$ cat src/rtl/anp_pkg.sv
// Constants and carrier types of the next-page transmit register bank.
// Assumes an AXI4-Lite master with 32-bit data on the same clock.
package anp_pkg;

  ////////////////////////////////////////////////////////////////////////////
  // Address map
  localparam int unsigned ADDR_W    = 8;
  localparam int unsigned NPT_INDEX = 7;
  localparam logic [ADDR_W-1:0] NPT_ADDR = ADDR_W'(NPT_INDEX * 4);

  ////////////////////////////////////////////////////////////////////////////
  // Field positions inside the 16-bit word
  localparam int unsigned MORE_BIT = 15;
  localparam int unsigned RSVD_BIT = 14;
  localparam int unsigned TYPE_BIT = 13;
  localparam int unsigned ACK_BIT  = 12;
  localparam int unsigned TOG_BIT  = 11;
  localparam int unsigned CODE_MSB = 10;
  localparam int unsigned CODE_W   = CODE_MSB + 1;
  localparam int unsigned WORD_W   = 16;

  ////////////////////////////////////////////////////////////////////////////
  // Reset values
  localparam logic              MORE_RST = 1'h0;
  localparam logic              TYPE_RST = 1'h1;
  localparam logic              ACK_RST  = 1'h0;
  localparam logic              TOG_RST  = 1'h0;
  localparam logic [CODE_W-1:0] CODE_RST = 11'h001;

  ////////////////////////////////////////////////////////////////////////////
  // Bus responses
  localparam logic [1:0] RESP_OKAY   = 2'h0;
  localparam logic [1:0] RESP_DECERR = 2'h3;

  // Field order matches the bit positions above
  typedef struct packed {
    logic              more_pages_request;
    logic              reserved;
    logic              page_type_select;
    logic              comply_acknowledge;
    logic              sent_word_toggle;
    logic [CODE_W-1:0] code;
  } anp_word_type;

endpackage : anp_pkg

$ cat src/rtl/anp_next_page_tx.sv
// Next-page transmit register behind an AXI4-Lite slave port.
// Assumes the arbitration logic runs on clk_sys and pulses word_sent per exchange.
`timescale 1ns/1ps
module anp_next_page_tx (
  input  wire logic                       clk_sys,
  input  wire logic                       rstn,
  input  wire logic                       clk_en,
  input  wire logic [anp_pkg::ADDR_W-1:0] s_axi_awaddr,
  input  wire logic [2:0]                 s_axi_awprot,
  input  wire logic                       s_axi_awvalid,
  output logic                            s_axi_awready,
  input  wire logic [31:0]                s_axi_wdata,
  input  wire logic [3:0]                 s_axi_wstrb,
  input  wire logic                       s_axi_wvalid,
  output logic                            s_axi_wready,
  output logic [1:0]                      s_axi_bresp,
  output logic                            s_axi_bvalid,
  input  wire logic                       s_axi_bready,
  input  wire logic [anp_pkg::ADDR_W-1:0] s_axi_araddr,
  input  wire logic [2:0]                 s_axi_arprot,
  input  wire logic                       s_axi_arvalid,
  output logic                            s_axi_arready,
  output logic [31:0]                     s_axi_rdata,
  output logic [1:0]                      s_axi_rresp,
  output logic                            s_axi_rvalid,
  input  wire logic                       s_axi_rready,
  input  wire logic                       word_sent,
  input  wire logic                       word_sent_toggle,
  output anp_pkg::anp_word_type           np_word
);

  ////////////////////////////////////////////////////////////////////////////
  // Register state
  logic                       more_ff;
  logic                       type_ff;
  logic                       ack_ff;
  logic                       tog_ff;
  logic [anp_pkg::CODE_W-1:0] code_ff;

  logic                       aw_held_ff;
  logic [anp_pkg::ADDR_W-1:0] awaddr_ff;
  logic                       w_held_ff;
  logic [31:0]                wdata_ff;
  logic [3:0]                 wstrb_ff;
  logic                       bvalid_ff;
  logic [1:0]                 bresp_ff;
  logic                       rvalid_ff;
  logic [31:0]                rdata_ff;
  logic [1:0]                 rresp_ff;

  anp_pkg::anp_word_type cur_word;
  anp_pkg::anp_word_type nxt_word;
  logic [15:0]           lane_mask;
  logic                  do_write;
  logic                  aw_take;
  logic                  w_take;
  logic                  ar_take;
  logic                  hit_wr;
  logic                  rd_hit;
  logic                  wr_hit;

  ////////////////////////////////////////////////////////////////////////////
  // Assembled word
  always_comb begin
    cur_word.more_pages_request = more_ff;
    cur_word.reserved           = 1'h0;
    cur_word.page_type_select   = type_ff;
    cur_word.comply_acknowledge = ack_ff;
    cur_word.sent_word_toggle   = tog_ff;
    cur_word.code               = code_ff;
  end

  assign np_word = cur_word;

  ////////////////////////////////////////////////////////////////////////////
  // Handshakes; gated by clk_en so no beat is taken while frozen
  assign s_axi_awready = clk_en & ~aw_held_ff & ~bvalid_ff;
  assign s_axi_wready  = clk_en & ~w_held_ff & ~bvalid_ff;
  assign s_axi_arready = clk_en & ~rvalid_ff;

  ////////////////////////////////////////////////////////////////////////////
  // Answers; the valids also drop while frozen
  assign s_axi_bvalid  = clk_en & bvalid_ff;
  assign s_axi_rvalid  = clk_en & rvalid_ff;
  assign s_axi_bresp   = bresp_ff;
  assign s_axi_rresp   = rresp_ff;
  assign s_axi_rdata   = rdata_ff;

  ////////////////////////////////////////////////////////////////////////////
  // Beats taken and address decode
  assign aw_take  = s_axi_awvalid & s_axi_awready;
  assign w_take   = s_axi_wvalid & s_axi_wready;
  assign ar_take  = s_axi_arvalid & s_axi_arready;
  assign do_write = clk_en & aw_held_ff & w_held_ff & ~bvalid_ff;
  assign hit_wr   = (awaddr_ff == anp_pkg::NPT_ADDR);
  assign rd_hit   = (s_axi_araddr == anp_pkg::NPT_ADDR);
  assign wr_hit   = do_write & hit_wr;

  ////////////////////////////////////////////////////////////////////////////
  // Only the two low byte lanes map onto the 16-bit word
  assign lane_mask = {{8{wstrb_ff[1]}}, {8{wstrb_ff[0]}}};
  assign nxt_word  = anp_pkg::anp_word_type'((16'(cur_word) & ~lane_mask)
                                             | (wdata_ff[15:0] & lane_mask));

  ////////////////////////////////////////////////////////////////////////////
  // Write address holding flag, dropped when the pair is consumed
  always_ff @(posedge clk_sys or negedge rstn) begin
    if (!rstn) begin
      aw_held_ff <= 1'h0;
    end else if (clk_en) begin
      if (aw_take) begin
        aw_held_ff <= 1'h1;
      end else if (do_write) begin
        aw_held_ff <= 1'h0;
      end
    end
  end

  ////////////////////////////////////////////////////////////////////////////
  // Write address, taken in either order with the data
  always_ff @(posedge clk_sys or negedge rstn) begin
    if (!rstn) begin
      awaddr_ff <= '0;
    end else if (clk_en) begin
      if (aw_take) begin
        awaddr_ff <= s_axi_awaddr;
      end
    end
  end

  ////////////////////////////////////////////////////////////////////////////
  // Write data holding flag
  always_ff @(posedge clk_sys or negedge rstn) begin
    if (!rstn) begin
      w_held_ff <= 1'h0;
    end else if (clk_en) begin
      if (w_take) begin
        w_held_ff <= 1'h1;
      end else if (do_write) begin
        w_held_ff <= 1'h0;
      end
    end
  end

  ////////////////////////////////////////////////////////////////////////////
  // Write data
  always_ff @(posedge clk_sys or negedge rstn) begin
    if (!rstn) begin
      wdata_ff <= '0;
    end else if (clk_en) begin
      if (w_take) begin
        wdata_ff <= s_axi_wdata;
      end
    end
  end

  ////////////////////////////////////////////////////////////////////////////
  // Byte strobes; only the two low lanes are ever used
  always_ff @(posedge clk_sys or negedge rstn) begin
    if (!rstn) begin
      wstrb_ff <= '0;
    end else if (clk_en) begin
      if (w_take) begin
        wstrb_ff <= s_axi_wstrb;
      end
    end
  end

  ////////////////////////////////////////////////////////////////////////////
  // Write answer; new beats wait until it is accepted
  // Holding both channels keeps one write in flight at most
  always_ff @(posedge clk_sys or negedge rstn) begin
    if (!rstn) begin
      bvalid_ff <= 1'h0;
    end else if (clk_en) begin
      if (do_write) begin
        bvalid_ff <= 1'h1;
      end else if (s_axi_bready) begin
        bvalid_ff <= 1'h0;
      end
    end
  end

  ////////////////////////////////////////////////////////////////////////////
  // Write answer code; decode error for any other address
  always_ff @(posedge clk_sys or negedge rstn) begin
    if (!rstn) begin
      bresp_ff <= anp_pkg::RESP_OKAY;
    end else if (clk_en) begin
      if (do_write) begin
        bresp_ff <= hit_wr ? anp_pkg::RESP_OKAY : anp_pkg::RESP_DECERR;
      end
    end
  end

  ////////////////////////////////////////////////////////////////////////////
  // More-pages request
  always_ff @(posedge clk_sys or negedge rstn) begin
    if (!rstn) begin
      more_ff <= anp_pkg::MORE_RST;
    end else if (clk_en) begin
      if (wr_hit) begin
        more_ff <= nxt_word.more_pages_request;
      end
    end
  end

  ////////////////////////////////////////////////////////////////////////////
  // Page type select
  always_ff @(posedge clk_sys or negedge rstn) begin
    if (!rstn) begin
      type_ff <= anp_pkg::TYPE_RST;
    end else if (clk_en) begin
      if (wr_hit) begin
        type_ff <= nxt_word.page_type_select;
      end
    end
  end

  ////////////////////////////////////////////////////////////////////////////
  // Comply acknowledge
  always_ff @(posedge clk_sys or negedge rstn) begin
    if (!rstn) begin
      ack_ff <= anp_pkg::ACK_RST;
    end else if (clk_en) begin
      if (wr_hit) begin
        ack_ff <= nxt_word.comply_acknowledge;
      end
    end
  end

  ////////////////////////////////////////////////////////////////////////////
  // Code field, null page after reset
  always_ff @(posedge clk_sys or negedge rstn) begin
    if (!rstn) begin
      code_ff <= anp_pkg::CODE_RST;
    end else if (clk_en) begin
      if (wr_hit) begin
        code_ff <= nxt_word.code;
      end
    end
  end

  ////////////////////////////////////////////////////////////////////////////
  // Toggle follows the arbitration, never software
  // Stored inverted so the next word always alternates
  always_ff @(posedge clk_sys or negedge rstn) begin
    if (!rstn) begin
      tog_ff <= anp_pkg::TOG_RST;
    end else if (clk_en) begin
      if (word_sent) begin
        tog_ff <= ~word_sent_toggle;
      end
    end
  end

  ////////////////////////////////////////////////////////////////////////////
  // Read answer valid, independent of the write side
  always_ff @(posedge clk_sys or negedge rstn) begin
    if (!rstn) begin
      rvalid_ff <= 1'h0;
    end else if (clk_en) begin
      if (ar_take) begin
        rvalid_ff <= 1'h1;
      end else if (s_axi_rready) begin
        rvalid_ff <= 1'h0;
      end
    end
  end

  ////////////////////////////////////////////////////////////////////////////
  // Read data, sampled at the address handshake
  // A write landing in that cycle shows on the next read
  always_ff @(posedge clk_sys or negedge rstn) begin
    if (!rstn) begin
      rdata_ff <= '0;
    end else if (clk_en) begin
      if (ar_take) begin
        if (rd_hit) begin
          rdata_ff <= {16'h0000, 16'(cur_word)};
        end else begin
          rdata_ff <= 32'h00000000;
        end
      end
    end
  end

  ////////////////////////////////////////////////////////////////////////////
  // Read answer code; misses answer zero with a decode error
  always_ff @(posedge clk_sys or negedge rstn) begin
    if (!rstn) begin
      rresp_ff <= anp_pkg::RESP_OKAY;
    end else if (clk_en) begin
      if (ar_take) begin
        if (rd_hit) begin
          rresp_ff <= anp_pkg::RESP_OKAY;
        end else begin
          rresp_ff <= anp_pkg::RESP_DECERR;
        end
      end
    end
  end

endmodule : anp_next_page_tx

$ cat config.mk
export PLATFORM = sky130hd
export DESIGN_NAME = anp_next_page_tx
export DESIGN_NICKNAME = d
export VERILOG_FILES = /design/src/rtl/anp_pkg.sv /design/src/rtl/anp_next_page_tx.sv
export SDC_FILE = /design/constraint.sdc
export NUM_CORES = 1
export LEC_CHECK = 0
export ABC_AREA = 1
export BUFFER_PORTS_ARGS = -buffer_cell sky130_fd_sc_hd__buf_2
export CAP_MARGIN = 0
export CORE_MARGIN = 10
export CORE_UTILIZATION = 50
export DETAILED_ROUTE_END_ITERATION = 10
export PLACE_DENSITY = 0.83
export SYNTH_ARGS = -nofsm -noshare
export SYNTH_HDL_FRONTEND = slang
export SYNTH_SLANG_ARGS = --single-unit
$ cat constraint.sdc
create_clock -name clk_sys -period 3.4 [get_ports clk_sys]
set_input_delay 0.68 -clock clk_sys [delete_from_list [all_inputs] [get_ports clk_sys]]
set_output_delay 0.68 -clock clk_sys [all_outputs]
set_load 0.05 [all_outputs]
# Yosys cells after proc, flatten, opt, wreduce, memory -nomap -nowiden

Index checks and enable logic that the tools add are counted.
W data, S select, Z words.

Add/subtract/negate cells: 0
Multiply operators: 0
Div/mod/pow operators: 0
Order comparisons: 0
Equality and inequality tests: 2
Shifts and indexed selects: 0
Muxes and demuxes: 10
Bitwise gates (word level): 23
Reduce and logical (&&, ||, !) cells: 14

Operators with widths:

| cell                 | number |
|---|---|
| $and A16 B16 Y16     | 2 |
| $reduce_and A2 Y1    | 10 |
| $eq A8 B5 Y1 const B | 2 |
| $mux W16             | 1 |
| $not A16 Y16         | 1 |
| $or A16 B16 Y16      | 1 |
| $and A1 B1 Y1        | 14 |
| $reduce_bool A2 Y1   | 4 |
| $mux W1              | 7 |
| $not A1 Y1           | 5 |
| $mux W2              | 2 |

Register bits after elaboration: 81
Latch bits: 0
Memory bits (writable): 0
Memory bits (read-only): 0
Input port bits: 68
Output and inout bits: 57
Word-level logic and storage cells: 64
Memories kept: 0

# Depth between registers and ports, before layout

Depth after elaboration: 6
Mapped depth: 8
Mapped depth without buffers: 7

# Worst setup path after synthesis

Ideal clock, no wire load.

Path type: input to output
From: in clk_en
To: out s_axi_wready
Data arrival time: 1.409 ns
Required time: 2.720 ns
Path slack: 1.311 ns
Stages on the path: 4
Path buffers: 2
Path through: buf_4 nand2_4 nor2_4 buf_2

Cells in the longest elaborated chain, start to end: 2

Ends and longest elaborated chain:

| what                       | line                   | text |
|---|---|---|
| start: declaration         | anp_next_page_tx.sv:7  | `input wire logic clk_en,` |
| $and A1 B1 Y1 (2 in a row) | anp_next_page_tx.sv:78 | `assign s_axi_wready = clk_en & ~w_held_ff & ~bvalid_ff;` |
| end: declaration           | anp_next_page_tx.sv:15 | `output logic s_axi_wready,` |

No other way between the ends.

# Worst setup path after layout

Same ends and word-level chain as after synthesis.

==> results.md <==
- # H-tree levels: 3
- 1st-iter DRT viols: 100
- Worst EP arrival: 1570 ps
- Worst skew pair latency: 330 ps
- Worst Skew: 4.939 ps
- Synthesized area per cell: 8.812 um2
- Via count: 2169
- IO Count: 125
- Ranking of synthesized cells by area: dfrtp_1 (54%), nand2_1 (17%), nand3_1 (7.6%)
- Worst path max stage delay: 300 ps
- R2r setup slk: 1940 ps
- Max-cap violations: 0
- Initial antenna violation count: 0
- Largest net degree at the start of global routing: 41
- Clock power frac: 0.286
- Clock Sinks: 60
- Rel. slew slack: 0.3621
- Ys async rst share: 1.000
- Core Box Area: 5172 um2
- NetSw: 834.9 uW
- IO buf count: 80
- CP Max Fanout: 18
- Dpl hpwl: 4.698 mm
- WL final: 6.034 mm
- Gp weighted congestion: 0.7624
- Crit-path most repeated cell: buf_2
- Die width: 93.44 um
- Layout cells sized above 1: 0.2891
- Clk buf depth: 2
- Final ANT Viol Nets: 0
- Hold Fails Final Rpt: 0
- Critical Path, Cell by Cell: buf_2 -> nand2_4 -> nor2_4 -> buf_4 -> buf_2
- Synth warnings: 0
- Fmax: 444.0 MHz
- Main synth FF type: dfrtp_1
- DRC violations left: 0
- Peak VDD IR: 412.1 uV
- Synth Register Bits: 60
- CP bufs+invs: 3
- Area grow syn2layout: 19.07%
- Post-CTS Setup Bufs: 0
- # hold bufs at CTS: 0
- Total CTS buffers: 9
- Critical-path top delay cell: buf_2
- R2R depth: 6
- Status: completed
- CTS tree: built
- Crit-path leading delay family: buffers and inverters
- Grt ovf: 0
- Initial Util: 0.5213
- Crit. End Element: output port
- Clock root cell: clkbuf_8
- CP Class: in2out
- Post-synth EDFFs: 0
- Area share of the largest cell type after synthesis: 0.5383
- Switching share of power: 0.3703
- Antenna diodes: 0
- PD cells: 702.3 nW/um2
- Cts repair resizes: 0
- Final #Nets: 447
- Core Rows: 26
- Final worst path period share: 0.6624
- Slew @ Worst Pin: 953.3 ps
- Distinct cell type count after synthesis: 21
- Commonest non-fill, non-tap cells in the layout: nand2_1 (122), buf_2 (80), dfrtp_1 (58)
- RSZ-0062 raised after global routing: no
- Hold Crit Class: in2async
- Reg clk slew, reported paths: 70 ps
- DRT Pass-1 Iters: 4
- Internal power: 1.420 mW
- Number of global-route vias before repair: 2115
- Synth area leader: dfrtp_1
- Commonest non-fill, non-tap cell in the layout: nand2_1
- Fin crit period: 2252 ps
- Reg2Reg Launch Point: awaddr_ff[7]
- Die Ht: 93.44 um
- Post-Synthesis Cells: 306
- Final setup fails: 0
- Die area: 8730 um2
- Tot Pwr: 2.255 mW
- CP Launch Type: input pin
- Cell Area, Synth: 2696 um2
- Leak Pwr: 1.893 nW
- First-pass GRT wire length: 9.860 mm
- Pins Over Slew Limit: 0
- Routed length per instance: 13.29 um
- Seq pwr share: 0.452
- Seq/Total Area, Yosys: 0.5578
- Setup TNS: 0 ps
- Vias per std cell: 4.778
- Combinational share of power: 0.262
- GRT Total Usage: 0.1414
- CP required: 2720 ps
==> worst max-delay path by stage <==
stage	startpoint	end	slack (ps)	cells past startpoint
6_report	clk_en	s_axi_wready	1150	5
5_1_grt	clk_en	s_axi_wready	1070	5
4_1_cts	clk_en	s_axi_wready	1140	5
3_5_place_dp	clk_en	s_axi_wready	1140	5
3_3_place_gp	clk_en	s_axi_wready	1150	5
2_1_floorplan	clk_en	s_axi_wready	1310	4
==> area by class of cell <==
cell class	count	area, um2
Tap cell	70	87.58
Clock inverter	4	47.55
Timing Repair Buffer	82	415.4
Sequential cell	60	1504
Clock buffer	12	155.1
Inverter	9	33.78
Fill cell	441	1962
Multi-Input combinational cell	217	967.2
==> power by group through the flow <==
stage | Sequential (mW) | Clock [mW] | Combinational [mW]
2_1_floorplan | 1.04 | 0 | 0.473
3_3_place_gp | 1.02 | 0 | 0.581
3_5_place_dp | 1.03 | 0 | 0.597
4_1_cts | 1.02 | 0.657 | 0.600
5_1_grt | 1.04 | 0.696 | 0.658
6_report | 1.02 | 0.644 | 0.591
==> cell families after synthesis <==
logic type	count (synthesis)	synth area share
flops	60	0.5578
simple gates	194	0.3239
other cells	1	0.001391
buf+inv	46	0.1072
compound gates	5	0.009743
==> per-layer routing <==
metal  vias to the layer above  global-route usage  part of all wire
met5                         -                   0                 0
met4                         0             0.06555             0.019
met1                       996              0.1588              0.41
met3                         8             0.06875              0.10
met2                        74              0.2216              0.47
li1                       1091                   -                 -
==> synth_stat cells, types with 2 or more instances <==
master / number
nand2_1: 122
dfrtp_1: 58
nand3_1: 41
buf_4: 27
nand4_1: 14
inv_1: 7
nor2_1: 7
buf_2: 6
nor2_4: 5
clkbuf_1: 3
nand2_2: 3
a21oi_1: 2
dfstp_2: 2
inv_2: 2
==> metrics by stage <==
stage / hold slack, ps / worst slack (ps) / cell area, um2 / std cells / utilization
floorplan: 384.4 / 1311 / 2760 / 323 / -
CTS: 272.9 / 1139 / 3211 / 454 / 0.6207
global route: 290.9 / 1072 / 3211 / 454 / 0.6207
detailed placement: 460.7 / 1139 / 3008 / 438 / 0.5815
global placement: 456.1 / 1147 / 3008 / 438 / 0.5815
finish: 276.8 / 1148 / 3211 / 454 / 0.6207
Power figures use the tool's default switching activity.
